`src/rtl/tap_window_pkg.sv`:
```
/*
 * Package for the double tap window timer: mode codes, time step tables,
 * reset values and the carrier structs.
 * Assumes a 20 MHz system clock; time steps are counted in its cycles alone.
 */
package tap_window_pkg;

    // Clock figures.
    localparam int CLK_HZ = 20_000_000;

    // Reset values of the timing fields.
    localparam logic [7:0] WINDOW_RESET = 8'h00;
    localparam logic [7:0] LATENCY_RESET = 8'h00;
    localparam logic [7:0] TMLT_RESET = 8'h00;

    // Output data rate select codes, fastest first.
    localparam logic [2:0] ODR_800 = 3'h0;
    localparam logic [2:0] ODR_400 = 3'h1;
    localparam logic [2:0] ODR_200 = 3'h2;
    localparam logic [2:0] ODR_100 = 3'h3;
    localparam logic [2:0] ODR_50 = 3'h4;
    localparam logic [2:0] ODR_12P5 = 3'h5;
    localparam logic [2:0] ODR_6P25 = 3'h6;
    localparam logic [2:0] ODR_1P56 = 3'h7;

    // Oversampling mode codes.
    localparam logic [1:0] MODE_NORMAL = 2'h0;
    localparam logic [1:0] MODE_LOW_POWER_LOW_NOISE = 2'h1;
    localparam logic [1:0] MODE_HIGH_RES = 2'h2;
    localparam logic [1:0] MODE_LOW_POWER = 2'h3;

    // Smallest time step, 0.625 ms, in microseconds times eight.
    localparam int BASE_STEP_US_X8 = 5_000;
    // Base step expressed in system clock cycles (12500 cycles).
    localparam int BASE_STEP_CYCLES = CLK_HZ / 1_000 * BASE_STEP_US_X8
                                      / 8_000;

    // Window step in units of 0.625 ms, filter off, per data rate.
    // Normal / low-power-low-noise / low power columns; high resolution
    // is fixed at 1.25 ms. Filter on doubles every entry.
    localparam logic [9:0] WIN_STEP_NORMAL [8] =
        '{10'h002, 10'h002, 10'h004, 10'h008, 10'h010, 10'h010,
          10'h010, 10'h010};
    localparam logic [9:0] WIN_STEP_LOW_POWER_LOW_NOISE_MODE [8] =
        '{10'h002, 10'h002, 10'h004, 10'h008, 10'h010, 10'h040,
          10'h040, 10'h040};
    localparam logic [9:0] WIN_STEP_LOWPWR [8] =
        '{10'h002, 10'h004, 10'h008, 10'h010, 10'h020, 10'h080,
          10'h080, 10'h080};
    localparam logic [9:0] WIN_STEP_HIRES = 10'h002;

    // Timing configuration carried to the detector.
    typedef struct packed {
        logic [2:0] odr;
        logic [1:0] mode;
        logic hpf_en;
    } rate_cfg_t;

    typedef struct packed {
        logic [7:0] window;
        logic [7:0] latency;
        logic [7:0] time_limit;
    } tap_times_t;

    typedef struct packed {
        logic over_threshold;
        logic double_enable;
    } tap_input_t;

endpackage

```
`src/rtl/double_tap_window_timer.sv`:
```
/*
 * Double tap window timer: sequences first pulse, latency, window and
 * second pulse of the tap detector.
 * Assumes the threshold comparison arrives on the system clock and that
 * software holds the timing fields steady while a sequence runs.
 */
`timescale 1ns/1ns
`default_nettype none
module double_tap_window_timer
    import tap_window_pkg::*;
(
    input wire logic clk,  // System clock, 20 MHz.
    input wire logic rst_n,  // Synchronous reset, active low.
    input wire rate_cfg_t cfg,  // Rate, mode and filter selection.
    input wire tap_times_t times,  // Window, latency and limit counts.
    input wire tap_input_t tap_in,  // Threshold flag and double enable.
    output logic single_tap,  // Pulse: valid single pulse seen.
    output logic double_tap,  // Pulse: valid double pulse seen.
    output logic first_seen,  // Level: first pulse accepted.
    output logic latency_done,  // Level: waiting in window.
    output logic [7:0] window_left  // Remaining window steps.
);

    typedef enum {
        IDLE, FIRST_PULSE, LATENCY, WINDOW, SECOND_PULSE, WAIT_LOW
    } tap_state_t;

    tap_state_t state, next_state;
    logic [7:0] count, next_count;
    logic above_d, next_above_d;
    logic next_single_tap, next_double_tap, next_first_seen;
    logic next_latency_done;
    logic [7:0] next_window_left;
    logic step_tick, restart, rise, fall;

    ////////////////////////////////////////////////////////////////////////
    tap_step_gen step_gen (
        .clk(clk),
        .rst_n(rst_n),
        .restart(restart),
        .cfg(cfg),
        .step_tick(step_tick)
    );

    ////////////////////////////////////////////////////////////////////////
    always_comb begin
        rise = tap_in.over_threshold && !above_d;
        fall = !tap_in.over_threshold && above_d;
        next_above_d = tap_in.over_threshold;
        next_state = state;
        next_count = count;
        next_single_tap = 1'b0;
        next_double_tap = 1'b0;
        restart = 1'b0;
        unique case (state)
            IDLE: begin
                if (rise) begin
                    next_state = FIRST_PULSE;
                    next_count = 8'h00;
                    restart = 1'b1;
                end
            end
            FIRST_PULSE: begin
                if (fall) begin
                    next_single_tap = 1'b1;
                    next_count = 8'h00;
                    restart = 1'b1;
                    next_state = tap_in.double_enable ? LATENCY : IDLE;
                end else if (step_tick) begin
                    if (count >= times.time_limit) begin
                        next_state = WAIT_LOW;
                    end else begin
                        next_count = count + 8'h01;
                    end
                end
            end
            LATENCY: begin
                // Pulse starts are ignored while this runs.
                if (step_tick || times.latency == 8'h00) begin
                    if (count + 8'h01 >= times.latency) begin
                        next_state = WINDOW;
                        next_count = 8'h00;
                        restart = 1'b1;
                    end else begin
                        next_count = count + 8'h01;
                    end
                end
            end
            WINDOW: begin
                if (rise && count < times.window) begin
                    next_state = SECOND_PULSE;
                    next_count = 8'h00;
                    restart = 1'b1;
                end else if (count >= times.window) begin
                    next_state = IDLE;
                end else if (step_tick) begin
                    next_count = count + 8'h01;
                end
            end
            SECOND_PULSE: begin
                if (fall) begin
                    next_double_tap = 1'b1;
                    next_state = IDLE;
                end else if (step_tick) begin
                    if (count >= times.time_limit) begin
                        next_state = WAIT_LOW;
                    end else begin
                        next_count = count + 8'h01;
                    end
                end
            end
            WAIT_LOW: begin
                if (!tap_in.over_threshold) begin
                    next_state = IDLE;
                end
            end
        endcase
        next_first_seen = (next_state == LATENCY) || (next_state == WINDOW);
        next_latency_done = (next_state == WINDOW);
        next_window_left = (next_state == WINDOW)
                           ? times.window - next_count : 8'h00;
    end

    always_ff @(posedge clk) begin
        if (!rst_n) begin
            state <= IDLE;
            count <= 8'h00;
            above_d <= 1'b0;
            single_tap <= 1'b0;
            double_tap <= 1'b0;
            first_seen <= 1'b0;
            latency_done <= 1'b0;
            window_left <= 8'h00;
        end else begin
            state <= next_state;
            count <= next_count;
            above_d <= next_above_d;
            single_tap <= next_single_tap;
            double_tap <= next_double_tap;
            first_seen <= next_first_seen;
            latency_done <= next_latency_done;
            window_left <= next_window_left;
        end
    end

endmodule
`default_nettype wire

```
`src/rtl/tap_step_gen.sv`:
```
/*
 * Time step generator: emits a one-cycle tick every window time step.
 * Assumes its configuration is stable while a count is running.
 */
`timescale 1ns/1ns
`default_nettype none
module tap_step_gen
    import tap_window_pkg::*;
(
    input wire logic clk,  // System clock.
    input wire logic rst_n,  // Synchronous reset, active low.
    input wire logic restart,  // Restarts the step phase.
    input wire rate_cfg_t cfg,  // Rate, mode and filter selection.
    output logic step_tick  // One-cycle pulse per time step.
);

    logic [9:0] units;
    logic [13:0] base_cnt;
    logic [13:0] next_base_cnt;
    logic [9:0] unit_cnt;
    logic [9:0] next_unit_cnt;
    logic next_step_tick;
    logic base_tick;

    // Time step per rate and mode; filter on doubles it.
    always_comb begin
        unique case (cfg.mode)
            MODE_NORMAL: units = WIN_STEP_NORMAL[cfg.odr];
            MODE_LOW_POWER_LOW_NOISE: units = WIN_STEP_LOW_POWER_LOW_NOISE_MODE[cfg.odr];
            MODE_HIGH_RES: units = WIN_STEP_HIRES;
            MODE_LOW_POWER: units = WIN_STEP_LOWPWR[cfg.odr];
        endcase
        if (cfg.hpf_en) begin
            units = units << 1;
        end
    end

    always_comb begin
        base_tick = (base_cnt == 14'(BASE_STEP_CYCLES - 1));
        next_base_cnt = base_tick ? 14'h0000 : base_cnt + 14'h0001;
        next_unit_cnt = unit_cnt;
        next_step_tick = 1'b0;
        if (base_tick) begin
            if (unit_cnt + 10'h001 >= units) begin
                next_unit_cnt = 10'h000;
                next_step_tick = 1'b1;
            end else begin
                next_unit_cnt = unit_cnt + 10'h001;
            end
        end
        if (restart) begin
            next_base_cnt = 14'h0000;
            next_unit_cnt = 10'h000;
            next_step_tick = 1'b0;
        end
    end

    always_ff @(posedge clk) begin
        if (!rst_n) begin
            base_cnt <= 14'h0000;
            unit_cnt <= 10'h000;
            step_tick <= 1'b0;
        end else begin
            base_cnt <= next_base_cnt;
            unit_cnt <= next_unit_cnt;
            step_tick <= next_step_tick;
        end
    end

endmodule
`default_nettype wire

```
`config.mk`:
```
export PLATFORM = sky130hd
export DESIGN_NAME = double_tap_window_timer
export DESIGN_NICKNAME = d
export VERILOG_FILES = /design/src/rtl/tap_window_pkg.sv /design/src/rtl/double_tap_window_timer.sv /design/src/rtl/tap_step_gen.sv
export SDC_FILE = /design/constraint.sdc
export NUM_CORES = 1
export LEC_CHECK = 0
export BUFFER_PORTS_ARGS = -buffer_cell sky130_fd_sc_hd__buf_2
export CELL_PAD_IN_SITES_DETAIL_PLACEMENT = 1
export CELL_PAD_IN_SITES_GLOBAL_PLACEMENT = 2
export CORE_MARGIN = 1.5
export CORE_UTILIZATION = 40
export CTS_BUF_LIST = sky130_fd_sc_hd__clkbuf_8
export DETAILED_ROUTE_END_ITERATION = 10
export HOLD_SLACK_MARGIN = 0.1
export PLACE_DENSITY_LB_ADDON = 0.1
export SETUP_SLACK_MARGIN = 0.15
export SLEW_MARGIN = 25
export SYNTH_ARGS = -nofsm -noshare
export SYNTH_HDL_FRONTEND = slang
export SYNTH_SLANG_ARGS = --single-unit
```
`constraint.sdc`:
```
create_clock -name clk -period 12.3 [get_ports clk]
set_clock_uncertainty 0.1 [all_clocks]
set_input_delay 1.23 -clock clk [delete_from_list [all_inputs] [get_ports clk]]
set_output_delay 1.23 -clock clk [all_outputs]
set_load 0.01 [all_outputs]
```
==> flow_metrics.env, run 1 <==
export IMPL_clkTransAtPathRegs_ps=90
export IMPL_diodes=0
export IMPL_setup_violations=0
export IMPL_worstHoldStart="step_gen.unit_cnt[9]"
export IMPL_min_period_ps=5830
export IMPL_hp_class="reg -> reg"
export IMPL_async_flop_share=0
export IMPL_critPathLaunchType="primary input"
export IMPL_r2r_start="count[0]"
export IMPL_syn_area_sq_um=4650
export IMPL_drv_cap=0
export IMPL_cp_arrival_ps=6040
export IMPL_ys_ff_latch=78
export IMPL_worstSkewPairLatency_ps=370
export IMPL_synth_main_ff_cell="dfxtp_1"
export IMPL_grt_pass1_vias=4093
export IMPL_maxSlewHeadroom=0.351
export IMPL_grt_pass1_wl_um=20200
export IMPL_track_usage=0.202
export IMPL_h_tree_depth=3
export IMPL_worstSetupPathType="in -> reg"
export IMPL_status="finished, final reports clean"
export IMPL_rr_worst_depth=20
export IMPL_dr_first_iter_drc_count=196
export IMPL_antenna_found_initial=0
export IMPL_place_congestion=0.845
export IMPL_cts_sinks=78
export IMPL_regToRegSetupSlack_ps=6930
export IMPL_cts_tree="done"
export IMPL_path_max_fanout=5
export IMPL_antenna_left=0
export IMPL_p_seq_frac=0.502
export IMPL_fp_dieW_um=111
export IMPL_stdcell_count=742
export IMPL_grt_ovfl_total=0
export IMPL_hpwl_um=8950
export IMPL_syn_inst=558
export IMPL_drc=0
export IMPL_worst_slew_pin_slew_ps=959
export IMPL_p_int_uw=375
export IMPL_cp_data_required_time_ps=12510
export IMPL_drv_slew=0
export IMPL_die_area_sq_um=12300
export IMPL_multi_input_area_sq_um=2830
export IMPL_final_cell_mix="dfxtp_1 (78), nor2_1 (52), inv_1 (48)"
export IMPL_routedWlPerCell_um=15.8
export IMPL_fmaxAchievable_mhz=172
export IMPL_nets=670
export IMPL_num_rows=39
export IMPL_switching_share=0.261
export IMPL_p_leak_uw=0.00246
export IMPL_hold_viol=0
export IMPL_cts_setup_buffers=0
export IMPL_io_pins=46
export IMPL_rr_endpoint="window_left[7]"
export IMPL_ctsHoldBuffers=0
export IMPL_rsz0062_at_grt="no"
export IMPL_power_frac_clock=0.399
export IMPL_via_count=4045
export IMPL_hold_depth=2
export IMPL_die_h_um=111
export IMPL_fillers=1373
export IMPL_comb_power_share=0.098
export IMPL_cellPowerDensity_nw_per_um2=97.6
export IMPL_hold_slack_ps=346
export IMPL_io_buffers=45
export IMPL_clock_path_buffers=2
export IMPL_wirelength_um=11800
export IMPL_numCtsBuffers=9
export IMPL_ys_seq_area_frac=0.336
export IMPL_syn_nets=634
export IMPL_yosys_warnings=0
export IMPL_finalPower_uw=507
export IMPL_hold_path_end="step_gen.unit_cnt[9]"
export IMPL_first_pass_iters=4
export IMPL_via_per_inst=5.45
export IMPL_p_switching_uw=132
export IMPL_drive_gt1_frac=0.127
export IMPL_cts_resized=0
export IMPL_crit_start="times[21]"
export IMPL_seqCellArea_sq_um=1560
export IMPL_ctsRootBufferMaster="clkbuf_8"
export IMPL_avgSynthCellArea_sq_um=8.33
export IMPL_end_kind="flip-flop"
export IMPL_ys_types=62
export IMPL_final_common_cell="dfxtp_1"
export IMPL_fin_crit_sh=0.474
export IMPL_place_inst=726
export IMPL_core_area_sq_um=11400
export IMPL_irDropWorstVdd_uv=67.3
export IMPL_start_util=0.409
export IMPL_synth_edf_count=0
export IMPL_syn2layout_area_growth_pct=11.6
export IMPL_grt_start_max_net_pins=41
export IMPL_finalSetupTns_ps=0
state kept, by name, indices dropped and copies added, names as in the netlist:
| name | flops |
|---|---|
| state | 32 |
| step_gen.base_cnt | 14 |
| step_gen.unit_cnt | 10 |
| count | 8 |
| window_left | 8 |
| above_d | 1 |
| double_tap | 1 |
| first_seen | 1 |
| latency_done | 1 |
| single_tap | 1 |
| step_gen.step_tick | 1 |
area by class of cell:
cell class	instances	area share
clock buffers	10	0.0265
well taps	143	0.0345
flip-flops and latches	78	0.301
inverters	47	0.0340
clock inverters	6	0.0133
repair buffers	47	0.0463
multi-input cells	411	0.545
synth_stat cells (all sizes together) (2+ instances only):
cell / n / area [sq um]
nor3: 12 / 60.1
nand4: 10 / 62.6
a21o: 7 / 52.6
or3: 6 / 42.5
o211ai: 6 / 45.0
nor3b: 3 / 22.5
or2: 4 / 25.0
a2111oi: 2 / 23.8
dfxtp: 78 / 1560
inv: 47 / 176
a31oi: 5 / 31.3
o31ai: 2 / 15.0
nor4: 16 / 121
mux2i: 2 / 20.0
nor4b: 2 / 17.5
nand2b: 10 / 62.6
a21oi: 32 / 160
and3: 40 / 251
a32oi: 3 / 26.3
nand2: 26 / 97.6
xnor2: 16 / 140
nor2b: 14 / 87.6
o2111ai: 3 / 26.3
or4: 5 / 41.3
a311oi: 2 / 17.5
or3b: 2 / 17.5
a211o: 3 / 26.3
o31a: 2 / 17.5
xor2: 17 / 149
o22ai: 6 / 37.5
o21ai: 18 / 90.1
ha: 41 / 513
nor2: 52 / 195
and2: 5 / 31.3
clkbuf: 21 / 78.8
nand3: 19 / 95.1
a211oi: 2 / 15.0
power groups by stage:
stage	Combinational [uW]	Sequential (uW)	Clock, uW
2_1_floorplan	34.6	260	0
3_3_place_gp	48.1	261	0
3_5_place_dp	49.8	261	0
4_1_cts	50.1	255	209
5_1_grt	56.6	255	218
6_report	49.7	255	202
worst max-delay path, cell delays in order:
cell       delay [ps]
buf_2             110
inv_1              90
ha_1              320
a21oi_1           140
o21ai_0           270
o31ai_1           500
nor2_1            120
nor4b_1           760
nor2b_1           100
a21oi_1           260
ha_1              280
nor2b_1           120
o21ai_0           150
nand2b_1          110
a21o_1            190
a21oi_1           340
a2111oi_0         210
nor4_2            290
xnor3_1           350
nor2_1            100
metrics by stage:
| stage | util | area, sq um | worst slack, ps |
|---|---|---|---|
| after floorplan | - | 4650 | 6940 |
| after global placement | 0.438 | 4980 | 6340 |
| after detailed placement | 0.438 | 4980 | 6100 |
| after CTS | 0.456 | 5190 | 6470 |
| after global routing | 0.457 | 5190 | 5950 |
| final | 0.457 | 5190 | 6470 |
layer usage:
metal  vias to the layer above  GRT usage  part of all wire
li1                       2070          -                 -
met1                      1907      0.268              0.50
met2                        49      0.320              0.45
met3                        19     0.0426             0.029
met4                         0     0.0769             0.019
met5                         -          0                 0
worst max path at each step:
stage	endpoint	slack [ps]
final	window_left[7]	6470
after global routing	window_left[7]	5950
after CTS	window_left[7]	6470
after detailed placement	window_left[7]	6100
after global placement	window_left[7]	6340
after floorplan	window_left[7]	6940
kinds of logic (layout without fill, tap and decap cells):
kind of cell	Yosys count	after routing	share of synthesized area
fa+ha+maj	43	43	0.117
buf+inv	69	110	0.0573
simple gates	226	226	0.265
xor+xnor	34	34	0.0670
compound gates	105	105	0.149
flops	78	78	0.336
mux	3	3	0.00915
(Power assumes the default switching activity.)
==> run 2, diff against run 1 <==
Settings changed: CORE_UTILIZATION 40 to 34.
Clock period 12.3 ns to 4.9 ns, I/O delays scaled along.
==> flow_metrics.env, run 2 (same netlist as run 1, synthesis figures left out) <==
export IMPL_final_common_cell="dfxtp_1"
export IMPL_hpwl_um=9570
export IMPL_core_area_sq_um=13300
export IMPL_power_frac_clock=0.393
export IMPL_drive_gt1_frac=0.174
export IMPL_worst_slew_pin_slew_ps=783
export IMPL_track_usage=0.184
export IMPL_dp_slack_ps=-115
export IMPL_hold_viol=0
export IMPL_h_tree_depth=3
export IMPL_cellPowerDensity_nw_per_um2=234
export IMPL_place_inst=773
export IMPL_comb_power_share=0.104
export IMPL_path_max_fanout=6
export IMPL_numCtsBuffers=9
export IMPL_drc=0
export IMPL_wirelength_um=12500
export IMPL_die_h_um=120
export IMPL_p_int_uw=926
export IMPL_status="finished, final reports clean"
export IMPL_ctsRootBufferMaster="clkbuf_8"
export IMPL_switching_share=0.269
export IMPL_top_register="state"
export IMPL_grt_pass1_vias=4331
export IMPL_worstSkewPairLatency_ps=370
export IMPL_fmaxAchievable_mhz=226
export IMPL_nets=685
export IMPL_fillers=1611
export IMPL_antenna_left=0
export IMPL_final_util=0.408
export IMPL_final_cell_mix="dfxtp_1 (73), nor2_1 (52), inv_1 (47)"
export IMPL_antenna_found_initial=0
export IMPL_fin_crit_sh=0.904
export IMPL_biggestRegsByFlops="state: 32 flops, step_gen.base_cnt: 14 flops, step_gen.unit_cnt: 10 flops"
export IMPL_num_rows=42
export IMPL_irDropWorstVdd_uv=151
export IMPL_io_buffers=45
export IMPL_setup_violations=0
export IMPL_grt_pass1_wl_um=21200
export IMPL_maxSlewHeadroom=0.478
export IMPL_clock_path_buffers=2
export IMPL_p_seq_frac=0.503
export IMPL_grt_ovfl_total=0
export IMPL_cp_data_required_time_ps=5110
export IMPL_via_per_inst=5.22
export IMPL_end_kind="flip-flop"
export IMPL_dr_first_iter_drc_count=153
export IMPL_rsz0062_at_grt="no"
export IMPL_worstSetupPathType="reg -> reg"
export IMPL_p_switching_uw=341
export IMPL_largest_reg_flops=32
export IMPL_grt_start_max_net_pins=41
export IMPL_critPathLaunchType="flip-flop"
export IMPL_diodes=0
export IMPL_cp_arrival_ps=4640
export IMPL_die_area_sq_um=14400
export IMPL_hold_slack_ps=307
export IMPL_io_pins=46
export IMPL_start_util=0.350
export IMPL_via_count=4126
export IMPL_drv_slew=0
export IMPL_drv_cap=0
export IMPL_clkTransAtPathRegs_ps=90
export IMPL_hp_class="in -> reg"
export IMPL_first_pass_iters=4
export IMPL_routedWlPerCell_um=15.9
export IMPL_cts_tree="done"
export IMPL_min_period_ps=4430
export IMPL_setup_slack_ps=471
export IMPL_p_leak_uw=0.00254
export IMPL_syn2layout_area_growth_pct=16.6
export IMPL_stdcell_count=790
export IMPL_cts_sinks=78
export IMPL_place_congestion=0.819
export IMPL_fp_dieW_um=120
[run 2: cell type report]
cell class	count	area [sq um]	share of cell area
multi-input combinational	411	2910	0.536
sequential	78	1570	0.290
timing repair buffer	62	353	0.0651
tap	176	220	0.0406
inverter	47	176	0.0325
clock buffer	9	124	0.0228
clock inverter	7	71.3	0.0131
[run 2: timing repair]
action | 4_1_cts | 5_1_grt
gates cloned | 0 | 0
setup buffers | 0 | 1
pin swaps | 1 | 9
hold endpoints to repair | 0 | 0
setup endpoints to repair | 1 | 3
gates resized for setup | 6 | 17
hold buffers | 0 | 0
[run 2: worst paths after layout]
path	slack (ps)	cells after the start	start	end
setup / recovery	470	20	count[1]	window_left[7]
hold / removal	310	2	tap_in[1]	above_d
setup reg to reg	470	20	count[1]	window_left[7]
hold reg to reg	350	2	step_gen.unit_cnt[9]	step_gen.unit_cnt[9]
[run 2: critical path, cell delays in order (launching register included)]
cell	delay, ps
dfxtp_4	380
and3_1	220
and3_4	200
and3_4	190
xor2_1	150
ha_1	310
nand3_1	100
o31a_1	390
a311oi_4	390
nor2_1	80
o21ai_1	120
o31a_1	230
ha_4	230
o21ai_1	80
nand2b_1	110
a21o_1	200
a21oi_4	160
a2111oi_2	100
nor4_2	290
xnor3_1	250
nor2_1	80
[run 2: layer usage]
layer / share of wire / up-vias / global-route usage
met5: 0 / - / 0
met4: 0.016 / 0 / 0.0573
met3: 0.028 / 17 / 0.0333
met2: 0.49 / 60 / 0.316
met1: 0.47 / 1961 / 0.233
li1: - / 2088 / -
[run 2: through the flow]
stage	TNS [ps]	instance area, sq um	power (uW)
2_1_floorplan	0	4650	739
3_3_place_gp	0	5130	781
3_5_place_dp	-115	5130	784
4_1_cts	0	5340	1290
5_1_grt	0	5420	1330
6_report	0	5420	1270
[run 2: power groups by stage]
stage | Combinational (uW) | Sequential, uW | Clock [uW]
after global placement | 127 | 654 | 0
final | 132 | 638 | 498
after floorplan | 86.9 | 652 | 0
after detailed placement | 130 | 654 | 0
after CTS | 131 | 639 | 518
after global routing | 150 | 639 | 544
